--- src/logic/dcmw_pkg.sv ---
// Shared constants and types for one end of the dual-computer mailbox and watchdog link.
// Assumes a single 125 MHz system clock for both boards and the host APB bus.
package dcmw_pkg;

   // ---------------------------------------------------------------
   // Timing
   // ---------------------------------------------------------------
   localparam int unsigned CLK_HZ         = 125_000_000;
   localparam int unsigned WDT_PERIOD_S   = 1;
   localparam int unsigned WDT_CYCLES_DEF = CLK_HZ * WDT_PERIOD_S;
   localparam int unsigned SETTLE_CYCLES  = 4;   // Must exceed cable sync latency

   // ---------------------------------------------------------------
   // Widths, device codes, register map
   // ---------------------------------------------------------------
   localparam int unsigned DATA_W   = 16;
   localparam int unsigned ADDR_W   = 12;
   localparam logic [5:0]  DEV_LINK = 6'h1E;     // Half-duplex line select code
   localparam logic [5:0]  DEV_WDT  = 6'h1F;     // Watchdog select code
   localparam logic [5:0]  DEV_NONE = 6'h00;

   localparam logic [ADDR_W-1:0] OFS_ACC      = 12'h000;
   localparam logic [ADDR_W-1:0] OFS_CMD      = 12'h004;
   localparam logic [ADDR_W-1:0] OFS_FLAGS    = 12'h008;
   localparam logic [ADDR_W-1:0] OFS_BUF      = 12'h00C;
   localparam logic [ADDR_W-1:0] OFS_INT_STAT = 12'h010;
   localparam logic [ADDR_W-1:0] OFS_INT_MASK = 12'h014;
   localparam logic [ADDR_W-1:0] OFS_INT_SRC  = 12'h018;

   // Flag register bit positions
   localparam int unsigned FLG_BUSY      = 0;
   localparam int unsigned FLG_DONE      = 1;
   localparam int unsigned FLG_WDT_DONE  = 2;
   localparam int unsigned FLG_WDT_RUN   = 3;
   localparam int unsigned FLG_PENDING   = 4;
   localparam int unsigned FLG_PEER_BUSY = 5;

   // Interrupt bits, listed in priority order
   localparam int unsigned INT_LINK = 0;
   localparam int unsigned INT_WDT  = 1;
   localparam int unsigned INT_N    = 2;
   localparam logic [INT_N-1:0] MASK_RST = 2'h0;

   // Cable event toggles
   localparam int unsigned EV_BUF    = 0;        // Buffer word written
   localparam int unsigned EV_BCLR   = 1;        // Clear peer busy
   localparam int unsigned EV_DSET   = 2;        // Set peer done
   localparam int unsigned EV_WSTART = 3;        // Restart peer watchdog
   localparam int unsigned EV_WSET   = 4;        // Set peer watchdog done
   localparam int unsigned EV_N      = 5;

   // ---------------------------------------------------------------
   // Types
   // ---------------------------------------------------------------
   typedef enum logic [1:0] {OP_NIO, OP_READ, OP_WRITE, OP_CLRF} dcmw_op_t;
   typedef enum logic [1:0] {FN_NONE, FN_START, FN_CLEAR, FN_PULSE} dcmw_fn_t;

   typedef struct packed {
      dcmw_fn_t   fn;
      dcmw_op_t   op;
      logic [5:0] dev;
   } dcmw_cmd_t;

   localparam int unsigned CMD_W = $bits(dcmw_cmd_t);

   typedef struct packed {
      logic [DATA_W-1:0] data;
      logic [EV_N-1:0]   evt;
      logic              busy;
      logic              req;
   } dcmw_cable_t;

endpackage : dcmw_pkg

--- src/logic/dcmw_sync.sv ---
// Two-stage synchroniser for a vector of cable signals.
// Assumes each bit is a level or a toggle that holds for several clocks.
`timescale 1ns/1ps
module dcmw_sync
   import dcmw_pkg::*;
#(
   parameter int unsigned W = 8
) (
   input  wire logic         pclk,
   input  wire logic         presetn,
   input  wire logic [W-1:0] d,
   output logic      [W-1:0] q
);

   logic [W-1:0] meta;

   // ---------------------------------------------------------------
   // Capture stages
   // ---------------------------------------------------------------
   // First stage feeds only the second one
   always_ff @(posedge pclk or negedge presetn) begin
      if (!presetn) begin
         meta <= '0;
         q    <= '0;
      end else begin
         meta <= d;
         q    <= meta;
      end
   end

endmodule : dcmw_sync

--- src/logic/dcmw_wdt.sv ---
// Down-counting watchdog timer that flags expiry once per start.
// Assumes start is a one-cycle pulse on the same clock.
`timescale 1ns/1ps
module dcmw_wdt
   import dcmw_pkg::*;
#(
   parameter int unsigned CYCLES = WDT_CYCLES_DEF
) (
   input  wire logic pclk,
   input  wire logic presetn,
   input  wire logic start,
   output logic      running,
   output logic      expire
);

   localparam int unsigned CW = $clog2(CYCLES + 1);

   logic [CW-1:0] cnt;

   // Expiry pulse on the last counted cycle
   assign expire = running && (cnt == '0);

   // ---------------------------------------------------------------
   // Counter
   // ---------------------------------------------------------------
   // A restart reloads even a running timer; after expiry it stays idle
   always_ff @(posedge pclk or negedge presetn) begin
      if (!presetn) begin
         cnt     <= '0;
         running <= 1'b0;
      end else if (start) begin
         cnt     <= CW'(CYCLES - 1);
         running <= 1'b1;
      end else if (expire) begin
         running <= 1'b0;
      end else if (running) begin
         cnt <= cnt - 1'b1;
      end
   end

endmodule : dcmw_wdt

--- src/logic/dcmw_link.sv ---
// One end of the dual-computer link: shared word buffer with busy/done
// interlock, and the mutual watchdog, commanded by the host over APB.
// Assumes the peer board runs the same logic on the far end of the cable.
//
// How it works
// [RULE1] Read copies buffer into accumulator, buffer kept
// [RULE2] Write loads buffer from accumulator, accumulator kept
// [RULE3] Transfer then applies its start/clear/pulse function
// [RULE4] Clear-flags zeroes busy and done, accumulator lost
// [RULE5] Host never attaches function to clear-flags
// [RULE6] Expired watchdog raises local interrupt request
// [RULE7] Start on watchdog restarts the peer timer
// [RULE8] Expiry sets watchdog done flag
// [RULE9] Watchdog done stays until local clear
// [RULE10] Clear on watchdog zeroes own watchdog done
// [RULE11] Pulse on watchdog sets peer watchdog done
// [RULE12] Start-own-timer restarts own timer, accumulator kept
// [RULE13] Host restarts peer watchdog within each second
// [RULE14] Start sets busy only if peer idle
// [RULE15] Clear frees peer busy; pulse sets peer done
// [RULE16] Line interrupt outranks watchdog interrupt
// [RULE17] Watchdog answers only its own select code
// [RULE18] Watchdog interrupt follows its done flag
`timescale 1ns/1ps
module dcmw_link
   import dcmw_pkg::*;
#(
   parameter int unsigned WDT_CYCLES = WDT_CYCLES_DEF,
   parameter int unsigned SETTLE     = SETTLE_CYCLES,
   parameter bit          ARB_WINS   = 1'b0
) (
   input  wire logic              pclk,
   input  wire logic              presetn,
   input  wire logic              psel,
   input  wire logic              penable,
   input  wire logic              pwrite,
   input  wire logic [ADDR_W-1:0] paddr,
   input  wire logic [31:0]       pwdata,
   output logic      [31:0]       prdata,
   output logic                   pready,
   output logic                   pslverr,
   output logic                   irq,
   output dcmw_cable_t            cable_out,
   input  wire dcmw_cable_t       cable_in
);

   localparam int unsigned SW = $clog2(SETTLE + 1);

   typedef enum logic {ARB_IDLE, ARB_SETTLE} dcmw_arb_t;

   dcmw_cable_t       cable_s;
   logic [EV_N-1:0]   evt_d;
   logic [EV_N-1:0]   rx_evt;
   logic [EV_N-1:0]   tx_evt;
   logic [EV_N-1:0]   tx_tog;
   logic [DATA_W-1:0] tx_data;
   logic [DATA_W-1:0] acc;
   logic [DATA_W-1:0] buf_q;
   logic              link_busy;
   logic              link_done;
   logic              wdt_done;
   logic              wdt_running;
   logic              wdt_expire;
   logic              wdt_start;
   dcmw_arb_t         arb_state;
   logic [SW-1:0]     arb_cnt;
   logic              arb_req;
   logic              arb_decide;
   logic              arb_grant;
   logic [INT_N-1:0]  int_stat;
   logic [INT_N-1:0]  int_mask;
   logic [INT_N-1:0]  flag_now;
   logic [INT_N-1:0]  flag_d;
   logic [INT_N-1:0]  w1c;
   logic [5:0]        int_src;
   logic              apb_wr;
   logic              hit;
   logic [31:0]       rd_mux;
   dcmw_cmd_t         cmd;
   logic              exec;
   logic              is_link;
   logic              is_wdt;
   logic              link_rd;
   logic              link_wr;
   logic              link_clrf;
   logic              wdt_own;
   dcmw_fn_t          link_fn;
   dcmw_fn_t          wdt_fn;

   // ---------------------------------------------------------------
   // Cable input crossing
   // ---------------------------------------------------------------
   dcmw_sync #(
      .W ($bits(dcmw_cable_t))
   ) u_sync (
      .pclk    (pclk),
      .presetn (presetn),
      .d       (cable_in),
      .q       (cable_s)
   );

   // Last synchronised toggles, so each change gives a one-cycle event
   always_ff @(posedge pclk or negedge presetn) begin
      if (!presetn) begin
         evt_d <= '0;
      end else begin
         evt_d <= cable_s.evt;
      end
   end

   assign rx_evt = cable_s.evt ^ evt_d;

   // ---------------------------------------------------------------
   // APB slave
   // ---------------------------------------------------------------
   // Zero-wait slave; read data is latched in the setup cycle
   assign pready = 1'b1;
   assign apb_wr = psel && penable && pwrite;

   // Address decode and read mux
   always_comb begin
      hit    = 1'b1;
      rd_mux = '0;
      unique case (paddr)
         OFS_ACC:      rd_mux[DATA_W-1:0] = acc;
         OFS_CMD:      rd_mux = '0;
         OFS_FLAGS: begin
            rd_mux[FLG_BUSY]      = link_busy;
            rd_mux[FLG_DONE]      = link_done;
            rd_mux[FLG_WDT_DONE]  = wdt_done;
            rd_mux[FLG_WDT_RUN]   = wdt_running;
            rd_mux[FLG_PENDING]   = arb_state != ARB_IDLE;
            rd_mux[FLG_PEER_BUSY] = cable_s.busy;
         end
         OFS_BUF:      rd_mux[DATA_W-1:0] = buf_q;
         OFS_INT_STAT: rd_mux[INT_N-1:0] = int_stat;
         OFS_INT_MASK: rd_mux[INT_N-1:0] = int_mask;
         OFS_INT_SRC:  rd_mux[5:0] = int_src;
         default:      hit = 1'b0;
      endcase
   end

   assign pslverr = psel && penable && !hit;

   // Read data register
   always_ff @(posedge pclk or negedge presetn) begin
      if (!presetn) begin
         prdata <= '0;
      end else if (psel && !penable) begin
         prdata <= rd_mux;
      end
   end

   // ---------------------------------------------------------------
   // Instruction decode
   // ---------------------------------------------------------------
   // Commands written while an arbitration is open are dropped
   assign cmd       = dcmw_cmd_t'(pwdata[CMD_W-1:0]);
   assign exec      = apb_wr && (paddr == OFS_CMD) && (arb_state == ARB_IDLE);
   assign is_link   = exec && (cmd.dev == DEV_LINK);
   assign is_wdt    = exec && (cmd.dev == DEV_WDT);   // [RULE17]
   assign link_rd   = is_link && (cmd.op == OP_READ);
   assign link_wr   = is_link && (cmd.op == OP_WRITE);
   assign link_clrf = is_link && (cmd.op == OP_CLRF);
   assign wdt_own   = is_wdt && (cmd.op == OP_WRITE);  // [RULE12]

   // Function is ignored on clear-flags rather than left undefined
   assign link_fn = (is_link && !link_clrf) ? cmd.fn : FN_NONE;  // [RULE3]
   assign wdt_fn  = is_wdt ? cmd.fn : FN_NONE;

   // ---------------------------------------------------------------
   // Accumulator and shared buffer
   // ---------------------------------------------------------------
   // Accumulator: host writes, read-data loads, clear-flags wipes
   always_ff @(posedge pclk or negedge presetn) begin
      if (!presetn) begin
         acc <= '0;
      end else if (apb_wr && (paddr == OFS_ACC)) begin
         acc <= pwdata[DATA_W-1:0];
      end else if (link_rd) begin
         acc <= buf_q;                                // [RULE1]
      end else if (link_clrf) begin
         acc <= '0;                                   // [RULE4]
      end
   end

   // Local copy of the shared word; a local write beats a peer word
   always_ff @(posedge pclk or negedge presetn) begin
      if (!presetn) begin
         buf_q <= '0;
      end else if (link_wr) begin
         buf_q <= acc;                                // [RULE2]
      end else if (rx_evt[EV_BUF]) begin
         buf_q <= cable_s.data;
      end
   end

   // Word mirrored to the peer's copy
   always_ff @(posedge pclk or negedge presetn) begin
      if (!presetn) begin
         tx_data <= '0;
      end else if (link_wr) begin
         tx_data <= acc;                              // [RULE2]
      end
   end

   // ---------------------------------------------------------------
   // Events to the peer, one toggle each
   // ---------------------------------------------------------------
   assign tx_evt[EV_BUF]    = link_wr;
   assign tx_evt[EV_BCLR]   = link_fn == FN_CLEAR;     // [RULE15]
   assign tx_evt[EV_DSET]   = link_fn == FN_PULSE;     // [RULE15]
   assign tx_evt[EV_WSTART] = wdt_fn == FN_START;      // [RULE7]
   assign tx_evt[EV_WSET]   = wdt_fn == FN_PULSE;      // [RULE11]

   // Toggles survive the crossing where short pulses would not
   for (genvar i = 0; i < EV_N; i++) begin : g_tog
      always_ff @(posedge pclk or negedge presetn) begin
         if (!presetn) begin
            tx_tog[i] <= 1'b0;
         end else if (tx_evt[i]) begin
            tx_tog[i] <= ~tx_tog[i];
         end
      end
   end

   assign cable_out.data = tx_data;
   assign cable_out.evt  = tx_tog;
   assign cable_out.busy = link_busy;
   assign cable_out.req  = arb_req;

   // ---------------------------------------------------------------
   // Busy arbitration
   // ---------------------------------------------------------------
   // Both ends may start together; the request stays up long enough
   // for each to see the other, and the static winner breaks the tie
   assign arb_decide = (arb_state == ARB_SETTLE) && (arb_cnt == '0);
   assign arb_grant  = arb_decide && !cable_s.busy
                       && !(cable_s.req && !ARB_WINS);  // [RULE14]

   always_ff @(posedge pclk or negedge presetn) begin
      if (!presetn) begin
         arb_state <= ARB_IDLE;
         arb_cnt   <= '0;
         arb_req   <= 1'b0;
      end else begin
         unique case (arb_state)
            ARB_IDLE: begin
               if (link_fn == FN_START) begin
                  arb_state <= ARB_SETTLE;
                  arb_cnt   <= SW'(SETTLE - 1);
                  arb_req   <= 1'b1;
               end
            end
            ARB_SETTLE: begin
               if (arb_decide) begin
                  arb_state <= ARB_IDLE;
                  arb_req   <= 1'b0;
               end else begin
                  arb_cnt <= arb_cnt - 1'b1;
               end
            end
         endcase
      end
   end

   // ---------------------------------------------------------------
   // Half-duplex flags
   // ---------------------------------------------------------------
   // Busy: a grant wins over any clear in the same cycle
   always_ff @(posedge pclk or negedge presetn) begin
      if (!presetn) begin
         link_busy <= 1'b0;
      end else if (arb_grant) begin
         link_busy <= 1'b1;                           // [RULE14]
      end else if (link_clrf || rx_evt[EV_BCLR]) begin
         link_busy <= 1'b0;                           // [RULE4] [RULE15]
      end
   end

   // Done: a peer pulse wins over a local clear in the same cycle
   always_ff @(posedge pclk or negedge presetn) begin
      if (!presetn) begin
         link_done <= 1'b0;
      end else if (rx_evt[EV_DSET]) begin
         link_done <= 1'b1;                           // [RULE15]
      end else if (link_clrf || link_fn == FN_CLEAR || link_fn == FN_PULSE) begin
         link_done <= 1'b0;                           // [RULE3] [RULE4]
      end
   end

   // ---------------------------------------------------------------
   // Watchdog
   // ---------------------------------------------------------------
   assign wdt_start = rx_evt[EV_WSTART] || wdt_own;   // [RULE7] [RULE12]

   dcmw_wdt #(
      .CYCLES (WDT_CYCLES)
   ) u_wdt (
      .pclk    (pclk),
      .presetn (presetn),
      .start   (wdt_start),
      .running (wdt_running),
      .expire  (wdt_expire)
   );

   // Watchdog done holds until the local host clears it; sets win
   always_ff @(posedge pclk or negedge presetn) begin
      if (!presetn) begin
         wdt_done <= 1'b0;
      end else if (wdt_expire || rx_evt[EV_WSET]) begin
         wdt_done <= 1'b1;                            // [RULE8] [RULE11]
      end else if (wdt_fn == FN_CLEAR) begin
         wdt_done <= 1'b0;                            // [RULE9] [RULE10]
      end
   end

   // ---------------------------------------------------------------
   // Interrupts
   // ---------------------------------------------------------------
   assign flag_now[INT_LINK] = link_done;
   assign flag_now[INT_WDT]  = wdt_done;
   assign w1c = (apb_wr && paddr == OFS_INT_STAT) ? pwdata[INT_N-1:0] : '0;

   // Status: set on a flag rising, dropped by W1C or when the flag goes;
   // the rise wins over a clear in the same cycle
   always_ff @(posedge pclk or negedge presetn) begin
      if (!presetn) begin
         flag_d   <= '0;
         int_stat <= '0;
      end else begin
         flag_d   <= flag_now;
         int_stat <= (int_stat & ~w1c & flag_now) | (flag_now & ~flag_d);  // [RULE6] [RULE18]
      end
   end

   // Mask register
   always_ff @(posedge pclk or negedge presetn) begin
      if (!presetn) begin
         int_mask <= MASK_RST;
      end else if (apb_wr && paddr == OFS_INT_MASK) begin
         int_mask <= pwdata[INT_N-1:0];
      end
   end

   // Interrupt line, one cycle behind the status
   always_ff @(posedge pclk or negedge presetn) begin
      if (!presetn) begin
         irq <= 1'b0;
      end else begin
         irq <= |(int_stat & int_mask);               // [RULE6]
      end
   end

   // Source code of the highest-ranked pending bit
   always_comb begin
      int_src = DEV_NONE;
      if (int_stat[INT_LINK] && int_mask[INT_LINK]) begin
         int_src = DEV_LINK;                          // [RULE16]
      end else if (int_stat[INT_WDT] && int_mask[INT_WDT]) begin
         int_src = DEV_WDT;
      end
   end
endmodule : dcmw_link

--- config.mk ---
export PLATFORM = sky130hd
export DESIGN_NAME = dcmw_link
export DESIGN_NICKNAME = d
export VERILOG_FILES = /design/src/logic/dcmw_pkg.sv /design/src/logic/dcmw_sync.sv /design/src/logic/dcmw_wdt.sv /design/src/logic/dcmw_link.sv
export SDC_FILE = /design/constraint.sdc
export NUM_CORES = 1
export LEC_CHECK = 0
export BUFFER_PORTS_ARGS = -buffer_cell sky130_fd_sc_hd__buf_2
export CORE_AREA = 2 2 129 131
export DETAILED_ROUTE_END_ITERATION = 10
export DIE_AREA = 0 0 131 133
export PLACE_DENSITY = 0.72
export SYNTH_ARGS = -nofsm -noshare
export SYNTH_HDL_FRONTEND = slang
export SYNTH_SLANG_ARGS = --single-unit
--- constraint.sdc ---
create_clock -name pclk -period 3 [get_ports pclk]
set_input_delay 0.15 -clock pclk [delete_from_list [all_inputs] [get_ports pclk]]
set_output_delay 0.15 -clock pclk [all_outputs]
set_load 0.02 [all_outputs]
==> summary.md, run 1 <==
| Metric | Value |
|---|---|
| Pwr dens | `579 nW/µm²` |
| Average wire per standard cell | `16.3 µm` |
| DPL Wire Length | `10,800 µm` |
| Hold_ws | `0.0177 ns` |
| Async set-reset flop share out of synthesis | `100%` |
| Vias/cell | `5.28` |
| Least-Margin Pin Slew | `0.960 ns` |
| First DRT Iteration DRCs | `390` |
| Chip width | `131 µm` |
| Number of synthesized flops with an enable pin | `0` |
| RePlAce Congestion | `0.851` |
| Initial antenna violation count | `0` |
| Crit path max fanout | `12` |
| Startpoint Class | `flip-flop` |
| Die area | `17,400 µm²` |
| Layout cells sized above 1 | `21.3%` |
| Largest net degree at the start of global routing | `99` |
| Synth Area in XOR/XNOR | `2.71%` |
| Residual DRC | `0` |
| Setup bufs post-CTS | `0` |
| Hold Path Stages | `3` |
| Post-layout min period | `2.57 ns` |
| Largest family of logic cells by synthesized area | `simple AND/OR/NAND/NOR gates` |
| Final Core Density | `53.7%` |
| CTS Buf Count | `17` |
| Max rail drop VDD | `0.395 mV` |
| Worst path slowest cell | `or4_4` |
| Wire length of the first global-routing pass | `26,400 µm` |
| Top sig layer | `met4` |
| Final Cycle Share | `85.8%` |
| Netlist cell types | `56` |
| Initial Utilization | `44.0%` |
| Placed insts | `945` |
| Post-synthesis mux area share | `5.38%` |
| #FFs+latches synth | `163` |
| Metal3 WL | `984 µm` |
| Post-synth top flop | `dfrtp_1` |
| Diode count | `0` |
| Compound-Gate Fraction of Synth Area | `10.3%` |
| Layout area overhead | `22.0%` |
| Core ar. | `16,200 µm²` |
| Final WS setup | `0.426 ns` |
| Critical path cell sequence | `or4_1 > or4_4 > o31ai_2 > or3_1 > nand3_1` |
| GRT overflow | `0` |
| Max stage delay on crit path | `0.66 ns` |
| Worst hold start | `pwdata[2]` |
| Antenna Nets Post-Route | `0` |
| Reg2Reg Setup Slack | `0.43 ns` |
| Status | `completed` |
| Metal-1 WL | `7500 µm` |
| Tot GR Track Use | `19.7%` |
| IO Count | `130` |
| Syn Area/Cell | `10.9 µm²` |
| Final Hold Fails | `0` |
| Synth Area in Adders | `0.703%` |
| Met2 wire len | `7460 µm` |
| Worst reg2reg path depth | `5` |
| Row cnt | `47` |
| Achievable Freq | `389 MHz` |
| CTS root buf | `clkbuf_16` |
| Hold Path End | `acc[2]` |
| Setup TNS | `0 ns` |
| Seq/Total Area, Yosys | `57.3%` |
| Final setup viols | `0` |
| Final slew viol count | `0` |
| RSZ-0062 raised after global routing | `no` |
| Leakage | `3.94 nW` |
| Place WS | `0.423 ns` |
| Vias | `5,312` |
| Ys Warns | `0` |
| Drt total wl | `16,400 µm` |
| Crit Path Class | `flip-flop to flip-flop` |
| Htree depth | `4` |
| Vias in the first global route | `5,118` |
| Max cap viols | `0` |
| Cts repair resizes | `0` |
| CP endpoint kind | `flip-flop` |
| CTS tree | `yes` |
| Worst R2R Start | `u_wdt.cnt[9]` |
| Syn Inst Count | `656` |
| Max Buffers Root-to-Sink | `2` |
| Final cell count without fillers | `1,007` |
| Die height | `133 µm` |
| Fin Clk Skew | `0.00742 ns` |
| Synth Area in Simple Gates | `18.6%` |
| Sink Count | `163` |
| Hold Crit Class | `input pin to flip-flop` |
| Worst slew margin | `36.0%` |
| CTS clock-pin slew for the worst setup and hold paths | `0.06 ns` |
| Layout Nets | `850` |
| DRT Pass-1 Iters | `5` |
| CP Data Required Time | `3.27 ns` |
| Critical R2R Capture | `u_wdt.cnt[5]` |
| Synthesized cell area | `7120 µm²` |
| Worst skew pair latency | `0.43 ns` |
| Buffers added on ports | `96` |
| Crit path DAT | `2.85 ns` |
==> flip-flops by register name (all words and copies together), names as in the netlist, 3 cells and up <==
name,flops
u_wdt.cnt,27
u_sync.meta,23
u_sync.q,23
acc,16
buf_q,16
prdata,16
tx_data,16
cable_out,5
evt_d,5
arb_cnt,3
==> metal layers <==
metal / track usage [%] / up-vias
met5: 0 / -
met4: 7.57 / 0
met3: 5.22 / 36
met2: 29.3 / 183
met1: 27.7 / 2550
li1: - / 2543
==> cell usage after synthesis, types with 16 or more instances <==
| master | count | share of area, % |
|---|---|---|
| a21oi_1 | 36 | 2.5 |
| a31oi_1 | 19 | 1.7 |
| buf_4 | 19 | 2.0 |
| nand3b_1 | 18 | 1.9 |
| nand2_1 | 71 | 3.7 |
| mux2_2 | 18 | 2.8 |
| mux2i_1 | 18 | 2.5 |
| nor2_1 | 50 | 2.6 |
| xnor2_1 | 16 | 2.0 |
| o21ai_0 | 26 | 1.8 |
| dfrtp_1 | 163 | 57 |
| clkbuf_1 | 24 | 1.3 |
==> what timing repair did <==
action,in CTS,in global routing
hold buffers,30,0
setup endpoints to repair,0,0
hold endpoints to repair,125,0
==> layout make-up <==
class	count	area [µm²]
fillers	1382	7490
flip-flops and latches	163	4080
multi-input cells	444	2750
repair buffers	138	890
clock buffers	17	425
well taps	220	275
clock inverters	15	230
inverters	10	37.5
==> power by group <==
part           switching (mW)  internal [mW]
registers              0.0546           2.27
logic                   0.182          0.123
clock network           0.910           1.49
total                    1.15           3.88
==> how the worst max path moves through the flow <==
stage / from / endpoint / slack, ns / depth (start not counted)
6_report: u_wdt.cnt[9] / u_wdt.cnt[5] / 0.43 / 5
5_1_grt: u_wdt.cnt[9] / u_wdt.cnt[5] / 0.28 / 5
4_1_cts: u_wdt.cnt[9] / u_wdt.cnt[5] / 0.43 / 5
3_5_place_dp: u_wdt.cnt[9] / u_wdt.cnt[5] / 0.42 / 5
3_3_place_gp: u_wdt.cnt[9] / u_wdt.cnt[5] / 0.44 / 5
2_1_floorplan: u_wdt.cnt[9] / u_wdt.cnt[4] / 0.66 / 6
==> through the flow <==
| step | total power [mW] | cell area (µm²) |
|---|---|---|
| 3_3_place_gp | 2.64 | 7730 |
| 6_report | 5.03 | 8680 |
| 3_5_place_dp | 2.64 | 7730 |
| 2_1_floorplan | 2.51 | 7180 |
| 5_1_grt | 5.21 | 8680 |
| 4_1_cts | 5.07 | 8680 |
==> cells in the final DEF (no fill, tap or decap), types with 5 or more instances in the layout <==
cell / synthesis / layout
dlygate4sd3_1: 0 / 30
mux2i_1: 18 / 18
nand4b_1: 5 / 5
a21oi_1: 36 / 36
clkbuf_16: 0 / 17
inv_1: 10 / 10
a31oi_1: 19 / 19
buf_2: 6 / 95
nand3_1: 13 / 13
o211ai_1: 8 / 8
bufinv_16: 0 / 5
xor2_1: 6 / 6
nand2_1: 71 / 71
a22oi_1: 10 / 10
and3_1: 10 / 10
dfrtp_1: 163 / 163
nand2b_1: 6 / 6
nor3_1: 13 / 13
nor4_1: 8 / 8
buf_4: 19 / 11
o21ai_0: 26 / 26
nand4_1: 9 / 9
nand3b_1: 18 / 18
mux2_2: 18 / 18
or3_1: 7 / 7
or4_1: 12 / 12
conb_1: 2 / 17
nor2_1: 50 / 50
xnor2_1: 16 / 16
a22o_1: 5 / 5
==> kinds of logic (layout without fill, tap and decap cells) <==
family                     after synthesis  count (layout)
AOI/OAI and AO/OA                      120             120
xor gates and xnor gates                22              22
adders and majority gates                4               4
buffers and inverters                   64             180
DFF                                    163             163
muxes                                   36              36
other                                    2              17
and+or+nand+nor                        245             245
==> critical path: cells and delay by family, from the launching register on <==
kind | cells | cell delay (ns)
simple gates | 4 | 1.54
compound gates | 1 | 0.47
flops | 1 | 0.41
(Power assumes the default switching activity.)
==> inputs of run 2 (changes only) <==
RECOVER_POWER = 25   (was not set)
==> run 2 against run 1 <==
Effect of this change:
- the flow now finishes with violations (capacitance limit, slew limit)
- final cell count is essentially flat
- wire length up 0.68%
- first-iteration DRC count decreased by 5.9%
- sequential power about the same
- sequential share of layout area grew 0.12 points
- via count decreased by 0.15%
- flip-flop and latch count unchanged
- worst setup slack got worse by 0.0010 ns
- combinational power is essentially flat
- die area stayed put
- largest cell class unchanged
- largest power group unchanged
==> summary.md, run 2 (synthesized netlist as in run 1, its figures left out) <==
| Metric | Value |
|---|---|
| Die area | `17,400 µm²` |
| Initial Utilization | `44.0%` |
| Stages on the worst setup path | `5` |
| Cts repair resizes | `0` |
| Final slew viol count | `98` |
| CP endpoint kind | `flip-flop` |
| Commonest cells after routing, fill and taps aside | `dfrtp_1, buf_2, nand2_1, nor2_1, a21oi_1` |
| Vias in the first global route | `5,118` |
| CTS Buf Count | `17` |
| Vias | `5,304` |
| Final setup viols | `0` |
| RePlAce Congestion | `0.851` |
| Regs by FF count | `u_wdt.cnt x27, u_sync.meta x23, u_sync.q x23` |
| Layout Nets | `850` |
| Tot GR Track Use | `19.7%` |
| Residual DRC | `0` |
| Vias/cell | `5.26` |
| GRT overflow | `0` |
| Failing checks | `capacitance limit, slew limit` |
| CP Data Required Time | `3.27 ns` |
| RSZ-0062 raised after global routing | `no` |
| Fin Clk Skew | `0.00747 ns` |
| Crit path DAT | `2.85 ns` |
| Final instance area | `8660 µm²` |
| Worst slew margin | `-45.9%` |
| Row cnt | `47` |
| Max rail drop VDD | `0.395 mV` |
| Startpoint Class | `flip-flop` |
| Drt total wl | `16,500 µm` |
| First DRT Iteration DRCs | `367` |
| Reg2Reg Setup Slack | `0.43 ns` |
| Worst reg2reg path depth | `5` |
| Chip width | `131 µm` |
| Die height | `133 µm` |
| Crit Path Class | `flip-flop to flip-flop` |
| Status | `finished with violations` |
| Buffers added on ports | `96` |
| Final Hold Fails | `0` |
| Final Cycle Share | `85.8%` |
| Largest register by flop count | `u_wdt.cnt` |
| Layout area overhead | `21.7%` |
| Max FFs per register | `27` |
| Commonest non-fill, non-tap cell in the layout | `dfrtp_1` |
| Average wire per standard cell | `16.4 µm` |
| Crit path max fanout | `12` |
| Wire length of the first global-routing pass | `26,400 µm` |
| Crit. Startpoint | `u_wdt.cnt[9]` |
| DPL Wire Length | `10,800 µm` |
| CTS root buf | `clkbuf_16` |
| CTS clock-pin slew for the worst setup and hold paths | `0.06 ns` |
| Pwr dens | `581 nW/µm²` |
| Worst hold start | `pwdata[2]` |
| CTS tree | `yes` |
| Largest net degree at the start of global routing | `99` |
| Htree depth | `4` |
| Sink Count | `163` |
| Achievable Freq | `388 MHz` |
| Layout cells sized above 1 | `19.6%` |
| Initial antenna violation count | `0` |
| Worst path slowest cell | `or4_4` |
| Critical path cell sequence | `or4_1 > or4_4 > o31ai_2 > or3_1 > nand3_1` |
| Placed Area | `7730 µm²` |
| Worst R2R Start | `u_wdt.cnt[9]` |
| CP endpoint | `u_wdt.cnt[5]` |
| Hold Crit Class | `input pin to flip-flop` |
| DRT Pass-1 Iters | `7` |
| Critical R2R Capture | `u_wdt.cnt[5]` |
| Setup TNS | `0 ns` |
| Worst skew pair latency | `0.43 ns` |
| CP delay by family, top | `simple AND/OR/NAND/NOR gates` |
| IO Count | `130` |
| Antenna Nets Post-Route | `0` |
| Least-Margin Pin Slew | `2.19 ns` |
| Max cap viols | `1` |
| Core ar. | `16,200 µm²` |
| Post-layout min period | `2.57 ns` |
| Leakage | `3.88 nW` |
| CP Buf/Inv Count | `0` |
| Max Buffers Root-to-Sink | `2` |
| Max stage delay on crit path | `0.66 ns` |
==> run 2: cell count changes in the layout (fill, tap and decap cells not counted) <==
cell      change
clkbuf_1     +14
buf_6         -1
buf_2        -13
diode_2       +1
==> run 2: worst min path at each step <==
stage / end / slack, ns / cells after the start
after CTS: acc[2] / 0.008 / 3
after detailed placement: u_sync.meta[4] / 0.26 / 1
final: acc[2] / 0.01 / 3
after global routing: acc[2] / 0.02 / 3
after global placement: u_sync.meta[18] / 0.26 / 1
after floorplan: acc[0] / -0.15 / 0
==> run 2: layout make-up <==
cell class / count / area, µm²
diodes: 1 / 2.50
clock buffers: 17 / 425
clock inverters: 15 / 230
fillers: 1392 / 7510
inverters: 10 / 37.5
multi-input cells: 444 / 2750
flip-flops and latches: 163 / 4080
well taps: 220 / 275
repair buffers: 138 / 866
==> run 2: routing by layer <==
layer	routed length, µm	part of all wire [%]	global-route usage (%)
met1	7650	46	27.7
met2	7550	46	29.3
met3	926	5.6	5.22
met4	374	2.3	7.57
met5	0	0	0
==> run 2: repair_timing <==
action,4_1_cts,5_1_grt
hold buffers,30,0
buffers inserted,0,0
endpoints found under the hold margin,125,0
==> run 2: power by group <==
group	total (mW)	internal, mW	switching (mW)
Combinational	0.305	0.122	0.183
Sequential	2.33	2.27	0.0546
Clock	2.40	1.49	0.911
Total	5.03	3.88	1.15
==> run 2: metrics by stage <==
step / hold slack, ns / power, mW / std cells / setup WS (ns) / util [%]
global route: 0.0164 / 5.21 / 1007 / 0.283 / 53.6
CTS: 0.00785 / 5.07 / 1007 / 0.426 / 53.7
detailed placement: 0.260 / 2.64 / 945 / 0.423 / 47.8
floorplan: -0.146 / 2.51 / 671 / 0.664 / -
finish: 0.0148 / 5.03 / 1008 / 0.425 / 53.6
global placement: 0.258 / 2.64 / 945 / 0.437 / 47.8
==> run 2: worst reg2reg max path: cells and delay by family, from the launching register on <==
| family | cells | cell delay [ns] |
|---|---|---|
| AOI/OAI and AO/OA | 1 | 0.48 |
| and+or+nand+nor | 4 | 1.54 |
| DFF | 1 | 0.41 |
==> inputs of run 3 (changes only) <==
BUFFER_PORTS_ARGS = not set   (was -buffer_cell sky130_fd_sc_hd__buf_2)
DONT_BUFFER_PORTS = 1   (was not set)
PLACE_DENSITY = 0.65   (was 0.72)
==> run 3 against run 2 <==
Effect of this change:
- the run ends with hold timing left
- die area unchanged
- flip-flop and latch count unchanged
- clock-buffer cell count did not move
- sequential power hardly changed
- clock power down 8.7%
- critical endpoint is now acc[2]
==> summary.md, run 3 (synthesized netlist as in run 1, its figures left out) <==
| Metric | Value |
|---|---|
| Layout Nets | `767` |
| Commonest cells after routing, fill and taps aside | `dfrtp_1, nand2_1, nor2_1, dlygate4sd3_1, a21oi_1` |
| Crit. Startpoint | `arb_state` |
| Initial antenna violation count | `0` |
| Achievable Freq | `366 MHz` |
| Max FFs per register | `27` |
| Final setup viols | `0` |
| CTS root buf | `clkbuf_16` |
| Tot Pwr | `4.73 mW` |
| Average wire per standard cell | `17.6 µm` |
| Drt total wl | `16,200 µm` |
| Hold_ws | `-0.580 ns` |
| Largest net degree at the start of global routing | `164` |
| Vias | `5,072` |
| RePlAce Congestion | `0.852` |
| Buffers added on ports | `0` |
| Cts repair resizes | `0` |
| Final cell count without fillers | `924` |
| Max Buffers Root-to-Sink | `2` |
| Vias/cell | `5.49` |
| Worst slew margin | `38.0%` |
| Max cap viols | `0` |
| Core ar. | `16,200 µm²` |
| Sink Count | `163` |
| Placed insts | `846` |
| Post-layout min period | `2.73 ns` |
| Max rail drop VDD | `0.419 mV` |
| Htree depth | `4` |
| Worst R2R Start | `arb_state` |
| Hold Crit Class | `input pin to async pin` |
| Setup bufs post-CTS | `0` |
| Status | `finished with violations` |
| Final Hold Fails | `163` |
| Wire length of the first global-routing pass | `26,300 µm` |
| Fin Clk Skew | `0.00696 ns` |
| Crit path max fanout | `15` |
| GRT overflow | `0` |
| First DRT Iteration DRCs | `489` |
| CP Data Required Time | `3.31 ns` |
| Startpoint Class | `flip-flop` |
| Crit Path Class | `flip-flop to flip-flop` |
| Initial Utilization | `44.0%` |
| Final Cycle Share | `91.1%` |
| Regs by FF count | `u_wdt.cnt x27, u_sync.meta x23, u_sync.q x23` |
| Commonest non-fill, non-tap cell in the layout | `dfrtp_1` |
| Antenna Nets Post-Route | `0` |
| Vias in the first global route | `5,024` |
| CTS Buf Count | `17` |
| Worst skew pair latency | `0.43 ns` |
| DPL Wire Length | `10,700 µm` |
| Layout area overhead | `16.1%` |
| CTS tree | `yes` |
| DRT Pass-1 Iters | `5` |
| Pwr dens | `573 nW/µm²` |
| Die height | `133 µm` |
| Row cnt | `47` |
| Die area | `17,400 µm²` |
| CTS Hold Buffers Added | `46` |
| RSZ-0062 raised after global routing | `no` |
| CTS clock-pin slew for the worst setup and hold paths | `0.07 ns` |
| Final Core Density | `51.1%` |
| Layout cells sized above 1 | `9.80%` |
| Setup TNS | `0 ns` |
| Tot GR Track Use | `19.6%` |
| Failing checks | `hold timing` |
| Final slew viol count | `0` |
| Chip width | `131 µm` |
| CP endpoint kind | `flip-flop` |
| Leakage | `3.52 nW` |
| Largest register by flop count | `u_wdt.cnt` |
| IO Count | `130` |
| Residual DRC | `0` |
| Least-Margin Pin Slew | `0.930 ns` |
| Crit path DAT | `3.05 ns` |
| Diode count | `0` |
[run 3: cell type report]
| class | count | area [µm²] |
|---|---|---|
| clock buffers | 17 | 425 |
| clock inverters | 15 | 173 |
| fillers | 1409 | 7910 |
| inverters | 10 | 37.5 |
| multi-input cells | 444 | 2750 |
| flip-flops and latches | 163 | 4080 |
| well taps | 220 | 275 |
| repair buffers | 55 | 528 |
[run 3: worst paths after layout]
kind                                 to  depth (start not counted)  slack, ns
max                              acc[2]                          6       0.27
min                        cable_out[4]                          0      -0.58
max reg2reg                      acc[2]                          6       0.27
min reg2reg                 u_sync.q[0]                          0       0.35
max in group asynchronous    prdata[14]                          0       3.33
min in group pclk             prdata[4]                          3       0.04
[run 3: routing by layer]
layer / share of wire (%) / track usage [%] / routed length (µm)
met5: 0 / 0 / 0
met4: 1.5 / 6.91 / 246
met3: 6.2 / 5.18 / 1000
met2: 48 / 30.7 / 7780
met1: 44 / 26.4 / 7200
[run 3: critical path: stages, from the launching register on]
cell	delay, ns
dfrtp_1	0.46
nand4b_1	0.23
or4_4	0.49
or4_4	0.63
nand2_1	0.13
a31oi_1	0.09
dlygate4sd3_1	0.57
[run 3: stage by stage]
stage	worst slack [ns]	cell area, µm²	hold WS, ns
final	0.267	8270	-0.580
after detailed placement	0.411	7210	-0.137
after floorplan	0.664	7180	-0.146
after global placement	0.471	7210	-0.137
after global routing	0.232	8270	-0.602
after CTS	0.322	8270	-0.599
[run 3: power by group]
part / switching (mW) / total, mW / internal [mW] / leakage [nW]
combinational: 0.114 / 0.217 / 0.103 / 1.24
sequential: 0.0545 / 2.33 / 2.27 / 1.99
clock: 0.937 / 2.19 / 1.25 / 0.294
